## src/core/ssr_pkg.sv

```systemverilog
// Shared constants for the swipe sensor frame readout, both ends.
// Assumes one system clock; the pixel clock is a synchronous strobe.
package ssr_pkg;
   localparam int NIB_W = 4;
   localparam int BYTE_W = 8;
   localparam int COLS_TRUE = 280;
   localparam int COLS_TOTAL = COLS_TRUE + 1;
   localparam int PAIRS_PER_COL = 4;
   localparam int FRAME_BYTES = COLS_TOTAL * PAIRS_PER_COL;
   localparam int PIPE_FILL = 4;
   localparam logic [8:0] COL_LAST = 9'(COLS_TOTAL - 1);
   localparam logic [8:0] COL_FIRST = 9'h000;
   localparam logic [1:0] PAIR_LAST = 2'(PAIRS_PER_COL - 1);
   localparam logic [1:0] PAIR_FIRST = 2'h0;
   localparam logic [1:0] PAIR_TEMP = 2'h2;
   localparam logic [3:0] SYNC_ODD = 4'hF;
   localparam logic [3:0] SYNC_EVEN = 4'h0;
   localparam logic [10:0] FRAME_LAST = 11'(FRAME_BYTES - 1);
   localparam logic [2:0] FILL_LAST = 3'(PIPE_FILL - 1);
   localparam logic [3:0] TEMP_ODD_DEF = 4'h5;
   localparam logic [3:0] TEMP_EVEN_DEF = 4'hA;
endpackage

```

## src/core/ssr_link_if.sv

```systemverilog
// Pin-level link between the sensor readout and its host controller.
// Assumes both ends run on sys_clk; pixel clock is a level sampled on it.
`timescale 1ns/1ps
interface ssr_link_if;
   logic pix_clk;
   logic sensor_rst;
   logic out_disable;
   logic heater_enable;
   logic [3:0] odd_pixel_nibble;
   logic [3:0] even_pixel_nibble;
   logic data_oe;
   logic byte_acknowledge;
   modport sensor (input pix_clk, input sensor_rst, input out_disable, input heater_enable,
      output odd_pixel_nibble, output even_pixel_nibble, output data_oe,
      output byte_acknowledge);
   modport host (output pix_clk, output sensor_rst, output out_disable,
      output heater_enable, input odd_pixel_nibble, input even_pixel_nibble,
      input data_oe, input byte_acknowledge);
endinterface

```

## src/core/ssr_sensor.sv

```systemverilog
// Contract
// Data pins released while output disable high
// Odd nibble bit 0 LSB, bit 3 MSB
// Even nibble bit 0 LSB, bit 3 MSB
// Byte acknowledge output for EPP handshake
// Select one of 281 columns per time
// Two lines per clock, two 4-bit conversions
// Both pixels delivered as one byte
// Pixel reset independent of digital reset
// Host pulses reset before read clocks
// Host gives 4 priming clocks
// Host discards first frame
// Reset once, recommended per acquisition
// 1124 clocks per frame, byte each
// Reset low while frames read
// Each column eight pixels, four pairs
// Sample clock falling, update on rising
// Odd 1,3,5,7; even 2,4,6,8
// Sync column: two 0000/1111, then temperature
// Host drives heater enable by temperature
// Counters wrap after sync column
// Reset holds counters and pipeline initial
//
// Sensor end: column/pair scan, digitised pixel pipeline, pin drivers.
// Assumes pixel array values arrive on pix_odd/pix_even for the addressed pair.
`timescale 1ns/1ps
module ssr_sensor
   import ssr_pkg::*;
(
   // System
   input wire logic sys_clk,
   input wire logic nrst,
   // Link
   ssr_link_if.sensor link,
   // Pixel array side
   input wire logic [3:0] pix_odd,
   input wire logic [3:0] pix_even,
   input wire logic [3:0] temp_odd,
   input wire logic [3:0] temp_even,
   output logic [8:0] col_sel,
   output logic [1:0] pair_sel,
   output logic pix_integ_start
);
   // Conversion depth in falling clocks. The host reads each byte as it lowers the
   // clock after the rise that loaded it, so this depth plus the pin register makes
   // the host's priming clocks land the first pixel pair on the first frame byte.
   localparam int CONV_DEPTH = PIPE_FILL - 1;

   // Edge detector and scan position
   logic clk_d_r;
   logic [8:0] col_r;
   logic [8:0] col_nxt;
   logic [1:0] pair_r;
   logic [1:0] pair_nxt;
   // Converted pairs in flight, oldest at the top index
   logic [3:0] odd_pipe_r [CONV_DEPTH];
   logic [3:0] even_pipe_r [CONV_DEPTH];
   logic [3:0] odd_nxt;
   logic [3:0] even_nxt;
   // Pin registers
   logic [3:0] odd_r;
   logic [3:0] even_r;
   logic ack_r;
   logic oe_r;
   logic integ_r;

   // Nibble for the addressed pair: array data, or the sync marker then temperature in the last column.
   // One function serves both halves so odd and even cannot disagree on the layout.
   function automatic logic [3:0] pick_nibble(
      logic sync,
      logic [1:0] pair,
      logic [3:0] array_val,
      logic [3:0] marker,
      logic [3:0] temp_val
   );
      if (!sync)
         return array_val;
      if (pair < PAIR_TEMP)
         return marker;
      return temp_val;
   endfunction

   // Edge decode of the host pixel clock against its previous sample
   wire clk_fall = clk_d_r & ~link.pix_clk;
   wire clk_rise = ~clk_d_r & link.pix_clk;
   wire col_end = (pair_r == PAIR_LAST);
   wire in_sync = (col_r == COL_LAST);
   wire frame_end = col_end & in_sync;
   // A falling clock that really moves the scan; clocks under sensor reset are ignored
   wire scan_step = clk_fall & ~link.sensor_rst;

   // Scan advance: pair then column, wrap to first column after sync
   assign pair_nxt = col_end ? PAIR_FIRST : 2'(pair_r + 2'h1);
   assign col_nxt = frame_end ? COL_FIRST : (col_end ? 9'(col_r + 9'h001) : col_r);

   // Line pair for this clock; bytes 3 and 4 of the sync column carry temperature
   assign odd_nxt = pick_nibble(in_sync, pair_r, pix_odd, SYNC_ODD, temp_odd);
   assign even_nxt = pick_nibble(in_sync, pair_r, pix_even, SYNC_EVEN, temp_even);

   // Sample the pixel clock each cycle; the reset value matches the idle low clock
   always_ff @(posedge sys_clk or negedge nrst)
   begin
      if (!nrst)
         clk_d_r <= 1'b0;
      else
         clk_d_r <= link.pix_clk;
   end

   // Scan counters step on the falling pixel clock
   always_ff @(posedge sys_clk or negedge nrst)
   begin
      if (!nrst)
      begin
         col_r <= COL_FIRST;
         pair_r <= PAIR_FIRST;
      end
      else if (link.sensor_rst)
      begin
         col_r <= COL_FIRST;
         pair_r <= PAIR_FIRST;
      end
      else if (clk_fall)
      begin
         col_r <= col_nxt;
         pair_r <= pair_nxt;
      end
   end

   // Conversion pipeline: a new pair enters at index 0 and moves up once per falling clock.
   // Sensor reset empties it, so priming always starts from the first pixel pair.
   always_ff @(posedge sys_clk or negedge nrst)
   begin
      if (!nrst)
      begin
         for (int i = 0; i < CONV_DEPTH; i++)
         begin
            odd_pipe_r[i] <= 4'h0;
            even_pipe_r[i] <= 4'h0;
         end
      end
      else if (link.sensor_rst)
      begin
         for (int i = 0; i < CONV_DEPTH; i++)
         begin
            odd_pipe_r[i] <= 4'h0;
            even_pipe_r[i] <= 4'h0;
         end
      end
      else if (clk_fall)
      begin
         odd_pipe_r[0] <= odd_nxt;
         even_pipe_r[0] <= even_nxt;
         for (int i = 1; i < CONV_DEPTH; i++)
         begin
            odd_pipe_r[i] <= odd_pipe_r[i - 1];
            even_pipe_r[i] <= even_pipe_r[i - 1];
         end
      end
   end

   // Output byte updates on the rising pixel clock, one byte per clock
   always_ff @(posedge sys_clk or negedge nrst)
   begin
      if (!nrst)
      begin
         odd_r <= 4'h0;
         even_r <= 4'h0;
      end
      else if (link.sensor_rst)
      begin
         odd_r <= 4'h0;
         even_r <= 4'h0;
      end
      else if (clk_rise)
      begin
         odd_r <= odd_pipe_r[CONV_DEPTH - 1];
         even_r <= even_pipe_r[CONV_DEPTH - 1];
      end
   end

   // Acknowledge spans the low half of each pixel clock, one cycle behind its high half, usable as an EPP strobe
   always_ff @(posedge sys_clk or negedge nrst)
   begin
      if (!nrst)
         ack_r <= 1'b0;
      else if (link.sensor_rst)
         ack_r <= 1'b0;
      else if (clk_rise)
         ack_r <= 1'b1;
      else if (clk_fall)
         ack_r <= 1'b0;
   end

   // Registered drive enable; low disable means drive, one cycle behind the pin
   always_ff @(posedge sys_clk or negedge nrst)
   begin
      if (!nrst)
         oe_r <= 1'b0;
      else
         oe_r <= ~link.out_disable;
   end

   // Integration restart pulse at each frame wrap, never from sensor reset itself
   always_ff @(posedge sys_clk or negedge nrst)
   begin
      if (!nrst)
         integ_r <= 1'b0;
      else
         integ_r <= scan_step & frame_end;
   end

   // Pins and array address straight from their registers
   assign link.odd_pixel_nibble = odd_r;
   assign link.even_pixel_nibble = even_r;
   assign link.data_oe = oe_r;
   assign link.byte_acknowledge = ack_r;
   assign col_sel = col_r;
   assign pair_sel = pair_r;
   assign pix_integ_start = integ_r;
endmodule

```

## src/flat_wrapper.sv

```systemverilog
// flat-port wrapper written by rule: the top's interface ports become plain ports
module ssr_sensor_flat import ssr_pkg::*;
  (sys_clk, nrst, pix_odd, pix_even, temp_odd, temp_even, col_sel, pair_sel, pix_integ_start, link_pix_clk, link_sensor_rst, link_out_disable, link_heater_enable, link_odd_pixel_nibble, link_even_pixel_nibble, link_data_oe, link_byte_acknowledge);
  ssr_link_if link_i ();
  input wire logic sys_clk;
  input wire logic nrst;
  input wire logic [3:0] pix_odd;
  input wire logic [3:0] pix_even;
  input wire logic [3:0] temp_odd;
  input wire logic [3:0] temp_even;
  output logic [8:0] col_sel;
  output logic [1:0] pair_sel;
  output logic pix_integ_start;
  input wire logic [$bits(link_i.pix_clk)-1:0] link_pix_clk;
  input wire logic [$bits(link_i.sensor_rst)-1:0] link_sensor_rst;
  input wire logic [$bits(link_i.out_disable)-1:0] link_out_disable;
  input wire logic [$bits(link_i.heater_enable)-1:0] link_heater_enable;
  output wire logic [$bits(link_i.odd_pixel_nibble)-1:0] link_odd_pixel_nibble;
  output wire logic [$bits(link_i.even_pixel_nibble)-1:0] link_even_pixel_nibble;
  output wire logic [$bits(link_i.data_oe)-1:0] link_data_oe;
  output wire logic [$bits(link_i.byte_acknowledge)-1:0] link_byte_acknowledge;
  assign link_i.pix_clk = link_pix_clk;
  assign link_i.sensor_rst = link_sensor_rst;
  assign link_i.out_disable = link_out_disable;
  assign link_i.heater_enable = link_heater_enable;
  assign link_odd_pixel_nibble = link_i.odd_pixel_nibble;
  assign link_even_pixel_nibble = link_i.even_pixel_nibble;
  assign link_data_oe = link_i.data_oe;
  assign link_byte_acknowledge = link_i.byte_acknowledge;
  ssr_sensor u_core (.sys_clk(sys_clk), .nrst(nrst), .link(link_i), .pix_odd(pix_odd), .pix_even(pix_even), .temp_odd(temp_odd), .temp_even(temp_even), .col_sel(col_sel), .pair_sel(pair_sel), .pix_integ_start(pix_integ_start));
endmodule
```

## config.mk

```make
export PLATFORM = sky130hd
export DESIGN_NAME = ssr_sensor_flat
export DESIGN_NICKNAME = d
export VERILOG_FILES = /design/src/core/ssr_pkg.sv /design/src/core/ssr_link_if.sv /design/src/core/ssr_sensor.sv /design/src/flat_wrapper.sv
export SDC_FILE = /design/constraint.sdc
export NUM_CORES = 1
export LEC_CHECK = 0
export BUFFER_PORTS_ARGS = -buffer_cell sky130_fd_sc_hd__buf_2
export CAP_MARGIN = 20
export CORE_ASPECT_RATIO = 0.8
export CORE_MARGIN = 5
export CORE_UTILIZATION = 58
export CTS_CLUSTER_SIZE = 10
export DETAILED_ROUTE_END_ITERATION = 10
export PLACE_DENSITY = 0.84
export SYNTH_ARGS = -nofsm -noshare
export SYNTH_HDL_FRONTEND = slang
export SYNTH_SLANG_ARGS = --single-unit
```

## constraint.sdc

```tcl
create_clock -name sys_clk -period 3.23 [get_ports sys_clk]
set_input_delay 0.1615 -clock sys_clk [delete_from_list [all_inputs] [get_ports sys_clk]]
set_output_delay 0.1615 -clock sys_clk [all_outputs]
set_load 0.01 [all_outputs]
```

==> results of run 1 <==
==> per-stage QoR <==
stage          total power [mW]  cells  hold slack [ns]
6_report                  1.048    316          0.01921
3_5_place_dp             0.7053    304           0.3063
3_3_place_gp             0.7036    304           0.3066
5_1_grt                   1.096    316          0.01093
4_1_cts                   1.050    313          0.01227
2_1_floorplan            0.6683    234          -0.1341
==> critical path, stage by stage, from the launching register on <==
cell and delay, ns:
dfrtp_1 0.58, ha_1 0.33, and3b_1 0.39, o2111ai_1 0.20, xor2_1 0.20, nor3_1 0.14
==> cells by family after synthesis <==
logic type,Yosys count
AND/OR/NAND/NOR,107
adder cells (fa/ha/maj),3
flip-flops,47
AO/OA/AOI/OAI,51
multiplexers,1
XOR/XNOR,4
buffers and inverters,21
==> area by class of cell <==
type	instances	area, um2	share of cell area [%]
clock inverter	2	12.51	0.4951
clock buffer	6	72.57	2.871
tap	44	55.05	2.178
sequential	47	1176	46.53
inverter	4	15.01	0.5941
multi-input combinational	166	915.9	36.24
timing repair buffer	47	280.3	11.09
==> per-layer routing <==
layer	part of all wire [%]	vias to the layer above	track usage [%]	wire length (um)
met3	5.7	6	5.556	261
met5	0	-	0	0
met4	1.1	0	5.240	52
met2	46	49	29.24	2082
li1	-	881	-	-
met1	48	823	25.36	2178
==> final timing paths <==
kind / startpoint / slack (ns) / cells after the start / to
max in group asynchronous: nrst / 2.31 / 3 / u_core.odd_pipe_r[3]
min in group asynchronous: nrst / 0.40 / 2 / u_core.col_sel[3]
setup reg to reg: u_core.pair_sel[1] / 1.31 / 5 / u_core.col_sel[6]
hold / removal: link_pix_clk / 0.02 / 1 / u_core.clk_d_r
hold reg to reg: u_core.link.even_pixel_nibble[3] / 0.52 / 2 / u_core.link.even_pixel_nibble[3]
setup / recovery: u_core.pair_sel[1] / 1.31 / 5 / u_core.col_sel[6]
==> flip-flops by register name, indices dropped and copies added, names as in the netlist, 2 cells and up <==
register	flops
u_core.even_pipe_r	12
u_core.link.odd_pixel_nibble	4
u_core.col_sel	9
u_core.pair_sel	2
u_core.link.even_pixel_nibble	4
u_core.odd_pipe_r	12
==> where the power goes <==
group	internal (mW)	leakage [nW]	switching [mW]
clock	0.151	0.0412	0.195
sequential	0.601	0.644	0.0120
combinational	0.0341	0.454	0.0544
==> timing repair <==
item | in CTS | in global routing
resized for setup | 0 | 0
setup buffers | 0 | 0
hold buffers | 1 | 1
endpoints found under the setup margin | 0 | 0
hold endpoints to repair | 1 | 22
==> cell usage after synthesis <==
master,number,area (um2)
a211oi_1,8,60.06
a21oi_1,37,185.2
a311oi_1,1,8.760
a41oi_1,1,8.760
and3_1,2,12.51
and3b_1,1,8.760
and4bb_1,1,12.51
and4bb_4,1,16.27
buf_1,2,7.510
buf_2,5,25.02
buf_6,2,22.52
clkbuf_1,8,30.03
dfrtp_1,47,1176
ha_1,3,37.54
inv_1,4,15.01
mux2i_1,1,10.01
nand2_1,59,221.5
nand2_2,1,6.260
nand2b_1,2,12.51
nand3_1,3,15.01
nand3b_1,4,30.03
nand3b_2,1,11.26
nand4_1,1,6.260
nand4b_1,4,35.03
nor2_1,13,48.80
nor2b_1,2,12.51
nor3_1,6,30.03
nor4_1,2,12.51
nor4_2,3,37.54
o2111ai_1,3,26.28
o311ai_1,1,8.760
or3_1,1,6.260
xnor2_1,1,8.760
xor2_1,3,26.28
==> placed cells by master (no fill, tap or decap), types with 5 or more instances in the layout <==
cell and instances:
nor3_1 6, nand2_1 59, dfrtp_1 47, nor2_1 13, clkbuf_8 5, a211oi_1 8, a21oi_1 37, buf_2 42
==> metrics.csv, run 1 <==
stage,metric,value,unit
outcome,status,finished clean,
placement,placed_cell_area,2380,um2
timing,fin_crit,1.925,ns
job,maxCapViolations,0,
cts,cts.htree.levels,2,
floorplanning,start_util,58.79,%
finish,final_area,2527,um2
synthesis,ys_seq_elements,47,
timing,period_share,59.58,%
global_route,antenna_found_initial,0,
route,first_pass_iters,4,
timing,finalMaxSlewViolations,0,
setup_path,crit_fanout,11,
timing,fin_setup_tns,0,ns
setup_path,crit_required,3.45,ns
floorplanning,die_x,78.74,um
setup_path,cp.arrival,2.14,ns
synthesis,synth_warnings,0,
global_route,grt-ovfl-total,0,
placement,hpwl,2841,um
cts,cts_root_buffer,clkbuf_8,
synthesis,synth_top_family_by_area,simple AND/OR/NAND/NOR gates,
finish,nFillCells,322,
cts,cts.sinks,47,
global_route,grt_pass1_wl,7376,um
timing,fmax,0.5196,GHz
global_route,grt_max_degree,51,
cts,path_clk_slew,0.09,ns
synthesis,syn-num-nets,259,
route,wl_per_cell,14.47,um
cts,worstSkewPairLatency,0.31,ns
timing,worst_slack,1.305,ns
min_path,hold_path.class,in2reg,
power_and_ir_drop,vdd_drop_max,0.0002571,V
finish,drive_gt1_share,21.32,%
finish,fin_util,67.79,%
cts,cts_made_buffers,5,
synthesis,synth-adder-area-share,1.712,%
placement,pre_cts_ws,1.343,ns
floorplanning,die_h,64.99,um
synthesis,netlist_area,2192,um2
synthesis,synthXorXnorAreaFrac,1.598,%
floorplanning,rows,20,
global_route,grt_pass1_vias,1532,
power_and_ir_drop,powerDensity,414.5,nW/um2
timing,finalSetupViolCount,0,
synthesis,synth_compound_area_share,13.58,%
floorplanning,core_area,3729,um2
setup_path,start_kind,register,
synthesis,syn_inst,234,
finish,fin_nets,296,
power_and_ir_drop,p_leak,1.140,nW
route,vias,1759,
synthesis,avgSynthCellArea,9.368,um2
timing,fin_worst_skew,0.008516,ns
setup_path,endpoint_kind,register,
setup_path,critPathKind,reg2reg,
floorplanning,ioPinCount,44,
timing,hold_viol,0,
timing,rsz0062_at_grt,no,
route,drt_iter0_markers,162,
synthesis,yosys.area_share.simple,24.43,%
synthesis,seq_area_frac_synth,53.65,%
timing,relSlewSlack,41.43,%
route,route.detailed.drc,0,
floorplanning,die-area,5117,um2
synthesis,synthMuxAreaShare,0.4566,%
route,via_per_inst,5.566,
finish,area_delta_synth_final,15.30,%
route,postRouteAntennaNets,0,
placement,port_buffers,42,
finish,n_antenna_cell,0,
timing,tightest_slew,0.8785,ns
global_route,grtUsageTotal,18.70,%
cts,clock_path_buffers,2,
placement,place.gp.congestion,0.8120,
route,wl,4574,um
cts,cts_tree,built,
synthesis,synth.distinct_cells,34,
No activity file was read; power rests on OpenSTA's default activity.
==> inputs of run 2 (changes only) <==
ABC_AREA = 1   (was not set)
CORE_UTILIZATION = 49   (was 58)
PLACE_DENSITY = 0.75   (was 0.84)
clock period = 1.75 ns   (was 3.23 ns; I/O delays follow)
==> run 2 against run 1 <==
Against the previous run: count of clock-buffer cells in the layout did not move; sequential share of layout area fell by 1.3 points; wire length fell by 2.4%; critical path type is now in2reg; critical endpoint is now u_core.col_sel[3]; largest cell class unchanged.
==> metrics.csv, run 2 <==
stage,metric,value,unit,change
outcome,status,finished clean,,
route,via_per_inst,4.975,,-11%
global_route,grt_max_degree,26,,-49%
floorplanning,core_area,4204,um2,+13%
timing,fin_setup_tns,0,ns,unchanged
job,maxCapViolations,0,,unchanged
setup_path,cp_slowest_cell,dlygate4sd3_1,,
cts,post_cts_buffers,0,,unchanged
finish,fin_nets,330,,+11%
timing,finalSetupViolCount,0,,unchanged
floorplanning,ioPinCount,44,,unchanged
timing,fin_worst_skew,0.005809,ns,-0.002706 ns
timing,fin_crit,1.550,ns,
finish,layout_commonest_cell,nand2_1,,
synthesis,synth-async-reset-ratio,100.0,%,unchanged
cts,cts.sinks,47,,unchanged
placement,place.gp.congestion,0.8820,,+8.6%
synthesis,synth-main-ff-cell,dfrtp_1,,
synthesis,synth_top_area_share,54.71,%,+1.1 points
floorplanning,die_x,84.05,um,+6.8%
synthesis,seq_area_frac_synth,54.71,%,+1.1 points
setup_path,path_cells,dlygate4sd3_1 -> buf_2 -> inv_1 -> nand2_1 -> nand2_1 -> nand2_1 -> o21bai_1 -> nand2_1 -> nor2_1,,
synthesis,yosys-top-cells-count,"nand2_1 (62), dfrtp_1 (47), inv_1 (42)",,
timing,fmax,0.6453,GHz,
synthesis,yosysMostFrequentCell,nand2_1,,
synthesis,ys_seq_elements,47,,unchanged
finish,ff_latch_area,1176,um2,unchanged
power_and_ir_drop,p_leak,1.304,nW,+14%
cts,postCtsHoldBufs,3,,+2
floorplanning,die_h,69.24,um,+6.5%
setup_path,endpoint_kind,register,,
synthesis,synth_warnings,0,,unchanged
timing,period_share,88.55,%,
setup_path,start_kind,input port,,
cts,cts.htree.levels,2,,unchanged
global_route,grtUsageTotal,16.57,%,-2.1 points
min_path,hold_path.class,in2reg,,
global_route,grt_pass1_wl,7803,um,+5.8%
finish,area_delta_synth_final,20.84,%,
cts,cts_repair_resize_count,0,,unchanged
cts,worstSkewPairLatency,0.30,ns,about the same
timing,relSlewSlack,60.20,%,+19 points
finish,fin_util,61.79,%,-6.0 points
setup_path,slowest_delay,0.53,ns,-0.05 ns
setup_path,crit_required,1.98,ns,-1.47 ns
finish,multi_input_area,755.7,um2,-17%
power_and_ir_drop,powerDensity,862.1,nW/um2,+110%
timing,finalMaxSlewViolations,0,,unchanged
route,drt_iter0_markers,87,,-46%
cts,path_clk_slew,0.08,ns,about the same
synthesis,syn_inst,253,,+8.1%
placement,port_buffers,42,,unchanged
setup_path,worst-r2r-setup-slack,0.26,ns,-1.05 ns
floorplanning,rows,21,,+5.0%
synthesis,avgSynthCellArea,8.496,um2,-9.3%
floorplanning,start_util,51.13,%,-7.7 points
timing,hold_viol,0,,unchanged
route,first_pass_iters,5,,+1
global_route,grt-ovfl-total,0,,unchanged
route,postRouteAntennaNets,0,,unchanged
cts,cts_made_buffers,5,,unchanged
synthesis,netlist.top_cell.by_area,dfrtp_1,,
setup_path,cp_common_cell,nand2_1,,
synthesis,synth.distinct_cells,24,,-29%
placement,hpwl,3304,um,+16%
cts,cts_root_buffer,clkbuf_8,,
setup_path,critical-path-top-delay-family,simple AND/OR/NAND/NOR gates,,
timing,tightest_slew,0.5930,ns,-0.2855 ns
route,wl,4464,um,-2.4%
setup_path,path_buf_inv,3,,+3
synthesis,netlist_area,2150,um2,-1.9%
timing,rsz0062_at_grt,no,,
setup_path,critPathKind,in2reg,,
finish,layout_common_cells,"nand2_1 (62), dfrtp_1 (47), inv_1 (42), buf_2 (42), nand3_1 (20)",,
synthesis,syn-num-nets,278,,+7.3%
route,route.detailed.drc,0,,unchanged
finish,nFillCells,370,,+15%
setup_path,cp.arrival,1.78,ns,-0.36 ns
finish,n_antenna_cell,0,,unchanged
cts,clock_path_buffers,2,,unchanged
route,vias,1806,,+2.7%
finish,drive_gt1_share,21.57,%,+0.25 points
global_route,grt_pass1_vias,1691,,+10%
power_and_ir_drop,vdd_drop_max,0.0005780,V,+120%
cts,cts_tree,built,,
setup_path,crit_fanout,8,,-3
global_route,antenna_found_initial,0,,unchanged
route,wl_per_cell,12.30,um,-15%
power_and_ir_drop,power,2.239,mW,+110%
floorplanning,die-area,5820,um2,+14%
synthesis,ys_top_cells_by_area,"dfrtp_1 (55%), nand2_1 (11%), inv_1 (7.3%)",,
synthesis,synth_enable_flop_cells,0,,unchanged
run 2: cell types whose count changed after synthesis, moves of 8 or more:
cell      change
o21ai_0      +14
a21oi_1      -35
nand3_1      +17
inv_1        +38
a211oi_1      -8
clkbuf_1      -8
o22ai_1      +17
run 2: path summary, 6_finish.rpt:
kind                                                 to                          from  depth (start not counted)
max                                   u_core.col_sel[3]                  link_pix_clk                          9
min                               u_core.even_pipe_r[8]                   pix_even[0]                          3
max reg2reg                        u_core.odd_pipe_r[9]             u_core.col_sel[0]                          9
min reg2reg                u_core.link.byte_acknowledge  u_core.link.byte_acknowledge                          2
max in group asynchronous         u_core.odd_pipe_r[10]                          nrst                          3
min in group asynchronous          u_core.odd_pipe_r[7]                          nrst                          2
run 2: layout make-up:
type | count | area share (%)
inverter | 45 | 6.503
clock inverter | 2 | 2.312
tap | 57 | 2.746
multi-input combinational | 154 | 29.09
sequential | 47 | 45.28
timing repair buffer | 52 | 11.27
clock buffer | 6 | 2.794
run 2: power breakdown:
part,internal [mW],switching (mW)
Clock,0.570,0.346
Sequential,1.11,0.0217
Combinational,0.0701,0.117
Total,1.75,0.485
run 2: logic make-up after synthesis:
logic type	synth area share (%)
AND/OR/NAND/NOR	22.41
flip-flops	54.71
adder cells (fa/ha/maj)	1.746
buffers and inverters	10.13
AO/OA/AOI/OAI	11.00
run 2: through the flow:
step	instance area, um2	std cells	hold slack, ns	setup WS (ns)
floorplan	2150	253	-0.2081	0.3812
global placement	2435	352	0.09953	0.3258
detailed placement	2435	352	0.1024	0.2792
CTS	2597	363	0.02494	0.2209
global route	2597	363	0.03323	0.07661
finish	2597	363	0.03049	0.2004
run 2: worst min-delay path, stage by stage:
cell	delay, ns
buf_2	0.07
nand3_1	0.06
nand3_1	0.07
run 2: per-layer routing:
layer  vias to the layer above  GRT usage [%]  wire [um]
li1                        906              -          -
met1                       845          23.23       2192
met2                        46          24.78       1963
met3                         9          4.988        261
met4                         0          5.000         48
met5                         -              0          0
==> inputs of run 3 (changes only) <==
REMOVE_ABC_BUFFERS = 1   (was not set)
==> run 3 against run 2 <==
Against the previous run: largest cell class unchanged; via count down 1.9%; sequential share of layout area up 0.35 points; total power down 4.8%; non-clock buffer count down 1; wire length up 2.2%.
==> metrics.csv, run 3 (synthesis results as in run 2) <==
stage,metric,value,unit,change
finish,layout_common_cells,"nand2_1 (62), dfrtp_1 (47), inv_1 (42), buf_2 (42), nand3_1 (20)",,
timing,finalMaxSlewViolations,0,,unchanged
floorplanning,die_x,84.05,um,unchanged
global_route,antenna_found_initial,0,,unchanged
setup_path,worstSetupStartpoint,u_core.col_sel[0],,
cts,path_clk_slew,0.10,ns,+0.02 ns
setup_path,worst-r2r-setup-slack,0.26,ns,about the same
timing,hold_viol,0,,unchanged
placement,pre_cts_ws,0.2809,ns,+0.001700 ns
power_and_ir_drop,powerDensity,827.5,nW/um2,-4.0%
route,first_pass_iters,4,,-1
cts,clock_path_buffers,2,,unchanged
setup_path,crit_end,u_core.odd_pipe_r[10],,
cts,worstSkewPairLatency,0.30,ns,about the same
setup_path,cp.arrival,1.68,ns,-0.10 ns
global_route,grtUsageTotal,16.50,%,-0.067 points
route,wl_per_cell,12.60,um,+2.4%
timing,fmax,0.6707,GHz,+3.9%
global_route,grt_util_met3,3.325,%,-1.7 points
finish,final-instance-count-excl-fill,362,,-0.28%
timing,finalSetupViolCount,0,,unchanged
setup_path,slowest_delay,0.41,ns,-0.12 ns
timing,rsz0062_at_grt,no,,
job,maxCapViolations,0,,unchanged
floorplanning,die-area,5820,um2,unchanged
placement,hpwl,3399,um,+2.9%
setup_path,reg2reg_from,u_core.col_sel[0],,
cts,cts_root_buffer,clkbuf_8,,
global_route,grt_pass1_wl,7817,um,+0.18%
min_path,hold_path.class,in2reg,,
global_route,grt_pass1_vias,1686,,-0.30%
route,postRouteAntennaNets,0,,unchanged
finish,n_antenna_cell,0,,unchanged
outcome,status,finished clean,,
timing,fin_crit,1.491,ns,-0.05861 ns
placement,place.gp.congestion,0.8683,,-1.6%
cts,cts.htree.levels,2,,unchanged
global_route,grt_max_degree,31,,+19%
setup_path,rr_worst_depth,9,,unchanged
timing,tightest_slew,0.6472,ns,+0.05420 ns
cts,cts_tree,built,,
setup_path,path_cells,inv_1 -> ha_1 -> nand2_1 -> nor2_4 -> nand2_4 -> nor2_1 -> nand2_1 -> nand2_1 -> nand2_1,,
floorplanning,rows,21,,unchanged
finish,fin_util,61.31,%,-0.48 points
route,wl,4560,um,+2.2%
finish,drive_gt1_share,21.64,%,+0.071 points
timing,worst_slack,0.2590,ns,+0.05861 ns
route,drt_iter0_markers,108,,+24%
setup_path,cp_slowest_cell,dfrtp_1,,
cts,post_cts_buffers,0,,unchanged
floorplanning,start_util,51.13,%,unchanged
timing,fin_setup_tns,0,ns,unchanged
finish,fin_nets,329,,-0.30%
setup_path,crit_required,1.94,ns,-0.04 ns
power_and_ir_drop,p_leak,1.290,nW,-1.1%
timing,relSlewSlack,56.56,%,-3.6 points
global_route,met2_usage,26.80,%,+2.0 points
setup_path,start_kind,register,,
finish,layout_commonest_cell,nand2_1,,
cts,cts.sinks,47,,unchanged
global_route,use_met1,22.62,%,-0.61 points
power_and_ir_drop,vdd_drop_max,0.0004987,V,-14%
setup_path,critPathKind,reg2reg,,
setup_path,cp_common_cell,nand2_1,,
route,vias,1771,,-1.9%
power_and_ir_drop,power,2.133,mW,-4.8%
finish,area_delta_synth_final,19.91,%,
global_route,grt-ovfl-total,0,,unchanged
floorplanning,ioPinCount,44,,unchanged
timing,fin_worst_skew,0.01228,ns,+0.006467 ns
route,route.detailed.drc,0,,unchanged
timing,period_share,85.20,%,-3.3 points
setup_path,crit_fanout,13,,+5
floorplanning,die_h,69.24,um,unchanged
floorplanning,core_area,4204,um2,unchanged
placement,place_inst,351,,-0.28%
setup_path,endpoint_kind,register,,
setup_path,r2r-end,u_core.odd_pipe_r[10],,
route,via_per_inst,4.892,,-1.7%
global_route,top_usage_layer,met2,,
placement,port_buffers,42,,unchanged
cts,cts_made_buffers,5,,unchanged
==> run 3: cell types whose count changed in the layout (fill, tap and decap cells not counted), sizes merged <==
cell,previous run,this run
clkbuf,6,5
bufinv,2,1
inv,45,46
buf,49,48
clkinvlp,0,1
==> run 3: metrics by stage <==
step           hold slack (ns)  cell area, um2
6_report               0.03769            2577
2_1_floorplan          -0.2081            2101
3_5_place_dp            0.1474            2427
5_1_grt                0.04073            2577
3_3_place_gp            0.1500            2427
4_1_cts                0.03970            2572
==> run 3: worst min-delay path by stage <==
| stage | start | to | slack, ns | cells after the start |
|---|---|---|---|---|
| floorplan | nrst | u_core.clk_d_r | -0.21 | 0 |
| global placement | nrst | u_core.link.data_oe | 0.15 | 1 |
| detailed placement | nrst | u_core.link.data_oe | 0.15 | 1 |
| CTS | pix_even[1] | u_core.even_pipe_r[9] | 0.04 | 3 |
| global route | pix_even[1] | u_core.even_pipe_r[9] | 0.04 | 3 |
| finish | pix_even[1] | u_core.even_pipe_r[9] | 0.04 | 3 |
==> run 3: routing by layer <==
layer  vias to the layer above  wire length (um)  share of wire (%)
met5                         -                 0                  0
met4                         0                41               0.90
met3                         5               167                3.7
met2                        37              2193                 48
met1                       822              2157                 47
li1                        907                 -                  -
==> run 3: timing repair <==
action,4_1_cts,5_1_grt
gates resized for setup,0,1
hold buffers,3,0
hold endpoints to repair,30,0
endpoints found under the setup margin,0,1
==> run 3: critical path: cells and delay by family (launching register included) <==
kind | cells | cell delay, ns
simple gates | 7 | 0.71
flops | 1 | 0.41
fa+ha+maj | 1 | 0.15
buf+inv | 1 | 0.11
==> run 3: report_power, final <==
part	switching [mW]	leakage [nW]	internal [mW]
registers	0.0183	0.646	1.11
logic	0.123	0.589	0.0701
clock network	0.378	0.0548	0.430
total	0.519	1.29	1.61
==> run 3: final cells by class <==
cell class                 count  area [um2]
multi-input combinational    154       760.7
fill                         386        1627
timing repair buffer          51       285.3
clock buffer                   5       68.82
clock inverter                 3       46.29
inverter                      45       168.9
tap                           57       71.32
sequential                    47        1176
